===== config.mk =====
export PLATFORM = sky130hd
export DESIGN_NAME = serial_flash_op_timing
export DESIGN_NICKNAME = d
export VERILOG_FILES = /design/src/rtl/flash_timing_pkg.sv /design/src/rtl/op_timer.sv /design/src/rtl/serial_flash_op_timing.sv
export SDC_FILE = /design/constraint.sdc
export NUM_CORES = 1
export LEC_CHECK = 0
export ABC_CLOCK_PERIOD_IN_PS = 2170
export BUFFER_PORTS_ARGS = -buffer_cell sky130_fd_sc_hd__clkbuf_2
export CORE_MARGIN = 2
export CORE_UTILIZATION = 54
export CTS_CLUSTER_SIZE = 20
export DETAILED_ROUTE_END_ITERATION = 10
export GPL_TIMING_DRIVEN = 0
export PLACE_DENSITY = 0.76
export SYNTH_ARGS = -nofsm -noshare
export SYNTH_HDL_FRONTEND = slang
export SYNTH_HIERARCHICAL = 1
export SYNTH_SLANG_ARGS = --single-unit

===== constraint.sdc =====
create_clock -name sys_clk_i -period 2.17 [get_ports sys_clk_i]
set_input_delay 0.5425 -clock sys_clk_i [delete_from_list [all_inputs] [get_ports sys_clk_i]]
set_output_delay 0.5425 -clock sys_clk_i [all_outputs]
set_load 0.005 [all_outputs]

===== src/rtl/flash_timing_pkg.sv =====
// Purpose: Shared constants and types for the serial flash timing block.
// Assumes: System clock of 40 MHz.
// Notes:   Cycle counts follow from the maximum times and the clock rate.
`default_nettype none
package flash_timing_pkg;

    // ======================================================================
    // Clock rate
    // ======================================================================
    localparam int unsigned CLK_MHZ     = 40;

    // ======================================================================
    // Times in their own units
    // ======================================================================
    localparam int unsigned T_WP_US     = 1;
    localparam int unsigned T_DPD_US    = 3;
    localparam int unsigned T_RDPD_US   = 35;
    localparam int unsigned T_XFER_US   = 200;
    localparam int unsigned T_COMP_US   = 200;
    localparam int unsigned T_EP_MS     = 35;
    localparam int unsigned T_P_MS      = 4;
    localparam int unsigned T_PE_MS     = 32;
    localparam int unsigned T_BE_MS     = 35;
    localparam int unsigned T_SE_MS     = 700;
    localparam int unsigned T_CE_S      = 6;

    // ======================================================================
    // Longest times as cycle counts (rounded down, exact at 40 MHz)
    // ======================================================================
    localparam int unsigned WP_CYC      = T_WP_US * CLK_MHZ;
    localparam int unsigned DPD_CYC     = T_DPD_US * CLK_MHZ;
    localparam int unsigned RDPD_CYC    = T_RDPD_US * CLK_MHZ;
    localparam int unsigned XFER_CYC    = T_XFER_US * CLK_MHZ;
    localparam int unsigned COMP_CYC    = T_COMP_US * CLK_MHZ;
    localparam int unsigned EP_CYC      = T_EP_MS * 1000 * CLK_MHZ;
    localparam int unsigned P_CYC       = T_P_MS * 1000 * CLK_MHZ;
    localparam int unsigned PE_CYC      = T_PE_MS * 1000 * CLK_MHZ;
    localparam int unsigned BE_CYC      = T_BE_MS * 1000 * CLK_MHZ;
    localparam int unsigned SE_CYC      = T_SE_MS * 1000 * CLK_MHZ;
    localparam int unsigned CE_CYC      = T_CE_S * 1000000 * CLK_MHZ;

    // ======================================================================
    // Page sizes and widths
    // ======================================================================
    localparam int unsigned PAGE_STD    = 264;
    localparam int unsigned PAGE_BIN    = 256;
    localparam int unsigned TMR_W       = 32;
    localparam int unsigned BYTE_W      = 8;

    // ======================================================================
    // Self-timed operation kinds
    // ======================================================================
    typedef enum logic [3:0] {
        OP_XFER,
        OP_COMP,
        OP_ERASE_PROG,
        OP_PROG,
        OP_ERASE,
        OP_BLOCK_ERASE,
        OP_SECTOR_ERASE,
        OP_CHIP_ERASE,
        OP_PDOWN,
        OP_RESUME
    } op_t;

endpackage
`default_nettype wire


===== src/rtl/op_timer.sv =====
// Purpose: Down counter that times one self-timed operation.
// Assumes: Load is ignored while a count is running.
// Notes:   Busy stands for exactly the loaded number of cycles, and for one cycle when zero is loaded.
`timescale 1ns/1ps
`default_nettype none
module op_timer #(
    parameter int unsigned W = 32
) (
    // Clock and reset
    input  wire logic         sys_clk_i,
    input  wire logic         resetn_i,
    // Control
    input  wire logic         load_i,
    input  wire logic [W-1:0] count_i,
    // Status
    output logic              busy_o,
    output logic              done_o
);

    logic [W-1:0] cnt_q, cnt_d;
    logic         busy_q, busy_d;
    logic         done_q, done_d;

    // Next count; a zero load ends like a load of one so busy always shows.
    always_comb begin
        cnt_d  = cnt_q;
        busy_d = busy_q;
        done_d = 1'b0;
        if (busy_q) begin
            if (cnt_q <= {{(W-1){1'b0}}, 1'b1}) begin
                busy_d = 1'b0;
                done_d = 1'b1;
            end else begin
                cnt_d = cnt_q - {{(W-1){1'b0}}, 1'b1};
            end
        end else if (load_i) begin
            cnt_d  = count_i;
            busy_d = 1'b1;
        end
    end

    // Register stage.
    always_ff @(posedge sys_clk_i) begin
        if (!resetn_i) begin
            cnt_q  <= '0;
            busy_q <= 1'b0;
            done_q <= 1'b0;
        end else begin
            cnt_q  <= cnt_d;
            busy_q <= busy_d;
            done_q <= done_d;
        end
    end

    assign busy_o = busy_q;
    assign done_o = done_q;

endmodule
`default_nettype wire


===== src/rtl/serial_flash_op_timing.sv =====
// Purpose: Serial link front end and self-timed operation sequencer of a page flash.
// Assumes: Link pins are asynchronous to sys_clk_i and are oversampled by it.
// Notes:   The link clock must stay well below a quarter of sys_clk_i here.
//
// Behaviour
// - Output bits change on falling link clock, input bits captured on rising.
// - Transactions start correctly with link clock idle low or high.
// - Page-to-buffer transfer or compare ends within 200 us of select release.
// - Erase-program 35 ms, program 4 ms, erase 32 ms at most.
// - Block erase 35 ms, sector 700 ms, chip 6 s at most.
// - Write protection engages and releases within 1 us of pin change.
// - Deep power-down reached within 3 us after select release.
// - Standby regained within 35 us after resume; host waits that long.
// - Page size starts at 264 bytes unless factory set; may become 256.
`timescale 1ns/1ps
`default_nettype none
module serial_flash_op_timing
    import flash_timing_pkg::*;
#(
    parameter bit          FACTORY_256 = 1'b0,
    parameter int unsigned XFER_CYCLES = flash_timing_pkg::XFER_CYC,
    parameter int unsigned COMP_CYCLES = flash_timing_pkg::COMP_CYC,
    parameter int unsigned EP_CYCLES   = flash_timing_pkg::EP_CYC,
    parameter int unsigned P_CYCLES    = flash_timing_pkg::P_CYC,
    parameter int unsigned PE_CYCLES   = flash_timing_pkg::PE_CYC,
    parameter int unsigned BE_CYCLES   = flash_timing_pkg::BE_CYC,
    parameter int unsigned SE_CYCLES   = flash_timing_pkg::SE_CYC,
    parameter int unsigned CE_CYCLES   = flash_timing_pkg::CE_CYC
) (
    // Clock and reset
    input  wire logic                          sys_clk_i,
    input  wire logic                          resetn_i,
    // Serial link pins
    input  wire logic                          cs_n_i,
    input  wire logic                          sck_i,
    input  wire logic                          si_i,
    output logic                               so_o,
    output logic                               so_oe_n_o,
    input  wire logic                          wp_n_i,
    // Byte stream to and from the core
    output logic [flash_timing_pkg::BYTE_W-1:0] rx_byte_o,
    output logic                               rx_valid_o,
    input  wire logic [flash_timing_pkg::BYTE_W-1:0] tx_byte_i,
    // Operation requests and status
    input  wire logic                          op_req_i,
    input  wire flash_timing_pkg::op_t         op_kind_i,
    output logic                               op_armed_o,
    output logic                               busy_o,
    output logic                               op_done_o,
    output logic                               op_refused_o,
    output logic                               protect_o,
    output logic                               powered_down_o,
    // Page size configuration
    input  wire logic                          page_256_set_i,
    output logic                               page_256_o
);

    // ======================================================================
    // Pin synchronisers
    // ======================================================================
    logic [2:0] sck_q, cs_q;
    logic [1:0] si_q, wp_q;

    // Each pin passes two flip-flops; the third stage of sck and cs feeds edge finding.
    always_ff @(posedge sys_clk_i) begin
        if (!resetn_i) begin
            sck_q <= 3'h0;
            cs_q  <= 3'h7;
            si_q  <= 2'h0;
            wp_q  <= 2'h3;
        end else begin
            sck_q <= {sck_q[1:0], sck_i};
            cs_q  <= {cs_q[1:0], cs_n_i};
            si_q  <= {si_q[0], si_i};
            wp_q  <= {wp_q[0], wp_n_i};
        end
    end

    logic sck_rise, sck_fall, cs_fall, cs_rise, sel;
    assign sck_rise = sck_q[1] & ~sck_q[2];
    assign sck_fall = ~sck_q[1] & sck_q[2];
    assign cs_fall  = ~cs_q[1] & cs_q[2];
    assign cs_rise  = cs_q[1] & ~cs_q[2];
    assign sel      = ~cs_q[1];

    // ======================================================================
    // Serial shifter
    // ======================================================================
    logic [7:0] rx_sr_q, rx_sr_d, tx_sr_q, tx_sr_d, rx_byte_q, rx_byte_d;
    logic [2:0] bit_q, bit_d;
    logic       rose_q, rose_d, so_q, so_d, oe_n_q, oe_n_d, rxv_q, rxv_d;

    // A falling edge shifts only after a rising one, so mode 3 idle-high start is harmless.
    always_comb begin
        rx_sr_d   = rx_sr_q;
        tx_sr_d   = tx_sr_q;
        rx_byte_d = rx_byte_q;
        bit_d     = bit_q;
        rose_d    = rose_q;
        so_d      = so_q;
        oe_n_d    = oe_n_q;
        rxv_d     = 1'b0;
        if (cs_fall) begin
            tx_sr_d = tx_byte_i;
            so_d    = tx_byte_i[7];
            oe_n_d  = 1'b0;
            bit_d   = 3'h0;
            rose_d  = 1'b0;
        end else if (!sel) begin
            oe_n_d  = 1'b1;
            rose_d  = 1'b0;
        end else if (sck_rise) begin
            rx_sr_d = {rx_sr_q[6:0], si_q[1]};
            bit_d   = bit_q + 3'h1;
            rose_d  = 1'b1;
            if (bit_q == 3'h7) begin
                rx_byte_d = {rx_sr_q[6:0], si_q[1]};
                rxv_d     = 1'b1;
            end
        end else if (sck_fall && rose_q) begin
            if (bit_q == 3'h0) begin
                tx_sr_d = tx_byte_i;
            end else begin
                tx_sr_d = {tx_sr_q[6:0], 1'b0};
            end
            so_d = tx_sr_d[7];
        end
    end

    // Register stage of the shifter.
    always_ff @(posedge sys_clk_i) begin
        if (!resetn_i) begin
            rx_sr_q   <= 8'h00;
            tx_sr_q   <= 8'h00;
            rx_byte_q <= 8'h00;
            bit_q     <= 3'h0;
            rose_q    <= 1'b0;
            so_q      <= 1'b0;
            oe_n_q    <= 1'b1;
            rxv_q     <= 1'b0;
        end else begin
            rx_sr_q   <= rx_sr_d;
            tx_sr_q   <= tx_sr_d;
            rx_byte_q <= rx_byte_d;
            bit_q     <= bit_d;
            rose_q    <= rose_d;
            so_q      <= so_d;
            oe_n_q    <= oe_n_d;
            rxv_q     <= rxv_d;
        end
    end

    // ======================================================================
    // Operation sequencer
    // ======================================================================
    op_t              pend_kind_q, pend_kind_d, cur_kind_q, cur_kind_d;
    logic             armed_q, armed_d, dpd_q, dpd_d, ref_q, ref_d;
    logic             prot_q, prot_d, p256_q, p256_d, load;
    logic [TMR_W-1:0] load_cnt;
    logic             tmr_busy, tmr_done, writes;

    // Duration of each kind; finishing at the longest time keeps the host's view safe.
    always_comb begin
        case (pend_kind_q)
            OP_XFER:         load_cnt = TMR_W'(XFER_CYCLES);
            OP_COMP:         load_cnt = TMR_W'(COMP_CYCLES);
            OP_ERASE_PROG:   load_cnt = TMR_W'(EP_CYCLES);
            OP_PROG:         load_cnt = TMR_W'(P_CYCLES);
            OP_ERASE:        load_cnt = TMR_W'(PE_CYCLES);
            OP_BLOCK_ERASE:  load_cnt = TMR_W'(BE_CYCLES);
            OP_SECTOR_ERASE: load_cnt = TMR_W'(SE_CYCLES);
            OP_CHIP_ERASE:   load_cnt = TMR_W'(CE_CYCLES);
            OP_PDOWN:        load_cnt = TMR_W'(DPD_CYC);
            OP_RESUME:       load_cnt = TMR_W'(RDPD_CYC);
            default:         load_cnt = TMR_W'(1);
        endcase
        writes = (pend_kind_q >= OP_ERASE_PROG) && (pend_kind_q <= OP_CHIP_ERASE);
    end

    // An armed operation starts when select is released; protected writes are refused.
    always_comb begin
        pend_kind_d = pend_kind_q;
        cur_kind_d  = cur_kind_q;
        armed_d     = armed_q;
        dpd_d       = dpd_q;
        ref_d       = 1'b0;
        load        = 1'b0;
        prot_d      = ~wp_q[1];
        p256_d      = p256_q | page_256_set_i;
        if (op_req_i && !armed_q && !tmr_busy) begin
            pend_kind_d = op_kind_i;
            armed_d     = 1'b1;
        end
        if (armed_q && cs_rise) begin
            armed_d = 1'b0;
            if (writes && prot_q) begin
                ref_d = 1'b1;
            end else begin
                load       = 1'b1;
                cur_kind_d = pend_kind_q;
            end
        end
        if (tmr_done) begin
            if (cur_kind_q == OP_PDOWN) begin
                dpd_d = 1'b1;
            end else if (cur_kind_q == OP_RESUME) begin
                dpd_d = 1'b0;
            end
        end
    end

    // Register stage of the sequencer; page size takes the factory setting at reset.
    always_ff @(posedge sys_clk_i) begin
        if (!resetn_i) begin
            pend_kind_q <= OP_XFER;
            cur_kind_q  <= OP_XFER;
            armed_q     <= 1'b0;
            dpd_q       <= 1'b0;
            ref_q       <= 1'b0;
            prot_q      <= 1'b0;
            p256_q      <= FACTORY_256;
        end else begin
            pend_kind_q <= pend_kind_d;
            cur_kind_q  <= cur_kind_d;
            armed_q     <= armed_d;
            dpd_q       <= dpd_d;
            ref_q       <= ref_d;
            prot_q      <= prot_d;
            p256_q      <= p256_d;
        end
    end

    op_timer #(.W(TMR_W)) u_timer (
        .sys_clk_i (sys_clk_i),
        .resetn_i  (resetn_i),
        .load_i    (load),
        .count_i   (load_cnt),
        .busy_o    (tmr_busy),
        .done_o    (tmr_done)
    );

    // ======================================================================
    // Outputs
    // ======================================================================
    assign so_o           = so_q;
    assign so_oe_n_o      = oe_n_q;
    assign rx_byte_o      = rx_byte_q;
    assign rx_valid_o     = rxv_q;
    assign op_armed_o     = armed_q;
    assign busy_o         = tmr_busy;
    assign op_done_o      = tmr_done;
    assign op_refused_o   = ref_q;
    assign protect_o      = prot_q;
    assign powered_down_o = dpd_q;
    assign page_256_o     = p256_q;
endmodule
`default_nettype wire


==> out/qor.txt <==
Clk Latency, worst-skew pair -> 380 ps
vias in the first global route -> 4907
Synth Area in XOR/XNOR -> 0.001751
# clock sinks -> 105
mux share of post-synthesis cell area -> 0.03527
relative slew slack -> 0.4752
max_cap viols -> 0
Max Clk Rate -> 439.6 MHz
sw power -> 1.103 mW
Post-Synth Simple-Gate Area -> 0.2686
first-pass GRT wire length -> 23970 microns
Max Clock Skew -> 20.69 ps
P_int -> 2.790 mW
part of the cycle the worst path needs -> 1.048
CP arrival -> 2520 ps
fillers -> 725
FF+latch count, synth -> 105
total CTS buffers -> 9
post-synthesis compound-gate area fraction -> 0.2116
number of enable flip-flop cells after synthesis -> 0
DP Worst Slack -> -686.2 ps
Die Y -> 100.2 microns
GRT Total Usage -> 0.2997
RD Place Congestion -> 0.9829
crit start category -> flop
Pre-Repair DR Iteration Count -> 6
Die W -> 100.2 microns
Final min period -> 2275 ps
Util after Layout -> 0.6786
power per cell area -> 629.8 mW/mm^2
Ports -> 38
Detail Route Antenna Nets -> 0
failing checks -> negative setup slack
DR vias/cell -> 6.484
hpwl dp -> 9654 microns
top-area cell type share of the netlist area -> 0.4202
Worst-Margin Slew -> 785.5 ps
Setup-failing EPs final -> 31
worst vdd ir -> 0.0003519 V
pin count of the biggest net entering global routing -> 21
Pleak -> 2.399 nW
Fin. Hold Viols -> 0
Area contributors post-synth -> dfxtp_1 42%, a21oi_1 5.6%, nand2_1 5.4%, nor2_1 3.5%, mux2i_1 3.0%
CP Class -> flop to flop
R2R Setup Slk -> -110 ps
required time worst endpoint -> 2410 ps
post-layout net count -> 713
Die ar. -> 0.01005 sq mm
via count -> 5213
status -> complete, but fails checks
# diodes -> 0
maximum clock insertion buffer count -> 2
post-synthesis adder-cell area fraction -> 0.01251
gr ovfl total -> 0
CTS tree -> yes
switching fraction of total power -> 0.2833
clock network fraction of total power -> 0.335
Hold-fix buffers, CTS -> 0
initial core utilization -> 0.5492
HP Class -> input port to flop
Syn Area/Cell -> 8.282 sq um
clock root buffer master -> clkbuf_8
ys flop type -> dfxtp_1
synth warn -> 6
Slew Viols, Final -> 0
synthesized area -> 0.005002 sq mm
Post-Syn Instances -> 604
violation count after the first detailed-route iteration -> 620
Gate power share -> 0.144
core box area -> 0.009109 sq mm
detailed-route DRC error count -> 0
part of the power in registers -> 0.522
synth unique cells -> 67
drt wl/cell -> 18.94 microns
main combinational cell family by area after synthesis -> simple AND/OR/NAND/NOR gates
register area share after synthesis -> 0.4202
post-synth top area cell -> dfxtp_1
asr flop ratio synth -> 0
initial antenna violation count -> 0
# H-tree levels -> 3
RSZ-0062 raised after global routing -> true
endpoint class of the critical path -> flop
Crit Path Max Fanout -> 7
clock slew seen by the registers of the worst setup and hold paths -> 120 ps
area grow syn2layout -> 23.56%
share of cells above drive strength 1 -> 0.2468
Std-Cell Rows -> 35
# port buffers -> 37
setup ws final -> -105.0 ps
total wire length -> 15230 microns
[area by class of cell]
cell class              count  area [sq um]  share of cell area
plain buffers              39         252.7             0.04089
clock buffers               9         123.9             0.02004
clock inverters             7         96.34             0.01559
inverters                  16         60.06            0.009717
multi-input cells         446          2899              0.4690
flip-flops and latches    105          2123              0.3435
well taps                 111         138.9             0.02247
repair buffers             71         486.7             0.07874
[state kept, by name, summed over array words and instances, names as in the netlist, 2 cells and up]
| register | flops |
|---|---|
| load_cnt | 19 |
| rx_byte_o | 8 |
| rx_sr_q | 7 |
| tx_sr_q | 7 |
| u_timer/cnt_q | 32 |
| cs_q | 3 |
| pend_kind_q | 4 |
| cur_kind_q | 4 |
| bit_q | 3 |
| sck_q | 3 |
| si_q | 2 |
| wp_q | 2 |
[stage by stage]
stage | setup TNS [ps] | area, sq um | total power, mW | std cells | hold WS, ps
floorplan | -89.23 | 5051 | 2.372 | 609 | 362.7
global placement | -15060 | 5375 | 2.499 | 757 | 368.0
detailed placement | -15560 | 5375 | 2.508 | 757 | 372.9
CTS | -206.3 | 5898 | 3.843 | 790 | 328.9
global route | -3225 | 6181 | 4.038 | 804 | 330.6
finish | -1439 | 6181 | 3.893 | 804 | 341.7
[per-layer routing]
metal / part of all wire / vias up / GRT usage / wire length (microns)
li1: - / 2373 / - / -
met1: 0.40 / 2393 / 0.3841 / 6069
met2: 0.46 / 376 / 0.4755 / 7020
met3: 0.11 / 71 / 0.07033 / 1618
met4: 0.034 / 0 / 0.1465 / 516
met5: 0 / - / 0 / 0
[worst max-delay path: stages (launching register included)]
cell	delay (ps)
dfxtp_2	330
or4_4	530
or4_4	500
buf_8	160
or4_4	440
nor2_2	120
a311oi_2	60
[Yosys cell counts, types with 14 or more instances]
cell / number
nand2_1: 72
nor2_1: 47
dfxtp_1: 105
o21ai_0: 15
a21oi_1: 56
o31ai_1: 15
inv_1: 15
a211oi_1: 14
clkbuf_1: 27
mux2i_1: 15
nand3_1: 23
nor3_1: 20
[cells in the final DEF (no fill, tap or decap), types with 8 or more instances in the layout]
cell type,netlist,routed
nor4_1,11,8
inv_1,15,13
clkbuf_1,27,17
nand2b_1,9,9
nor3_1,20,18
o21a_1,9,9
nor3b_1,8,8
clkbuf_8,0,10
nand3_1,23,23
o31ai_1,15,15
buf_4,0,30
a211oi_1,14,12
nor2b_1,12,12
clkbuf_2,1,42
dfxtp_1,105,92
a21oi_1,56,52
nor2_1,47,45
nand4_1,12,12
nand2_1,72,71
mux2i_1,15,15
dfxtp_2,0,11
o21ai_0,15,10
[kinds of logic after synthesis]
family          after synthesis
compound gates              161
xor+xnor                      1
fa+ha+maj                     5
buf+inv                      58
flops                       105
mux                          17
other cells                   1
simple gates                256
[power groups by stage]
stage | clock network (mW) | registers, mW | logic, mW
floorplan | 0 | 2.06 | 0.313
global placement | 0 | 2.07 | 0.428
detailed placement | 0 | 2.07 | 0.435
CTS | 1.33 | 2.03 | 0.485
global route | 1.40 | 2.04 | 0.597
finish | 1.30 | 2.03 | 0.559
[worst paths after layout]
check	depth (start not counted)	from	end
setup / recovery	6	u_timer/cnt_q[15]	u_timer/cnt_q[26]
hold / removal	2	wp_n_i	wp_q[0]
setup reg to reg	6	u_timer/cnt_q[15]	u_timer/cnt_q[26]
hold reg to reg	1	wp_q[1]	protect_o
[timing repair]
item,in CTS,in global routing
gates resized for setup,52,44
endpoints found under the setup margin,34,33
gates cloned,1,2
setup buffers,18,13
pin swaps,15,18
No activity file was read; power rests on OpenSTA's default activity.
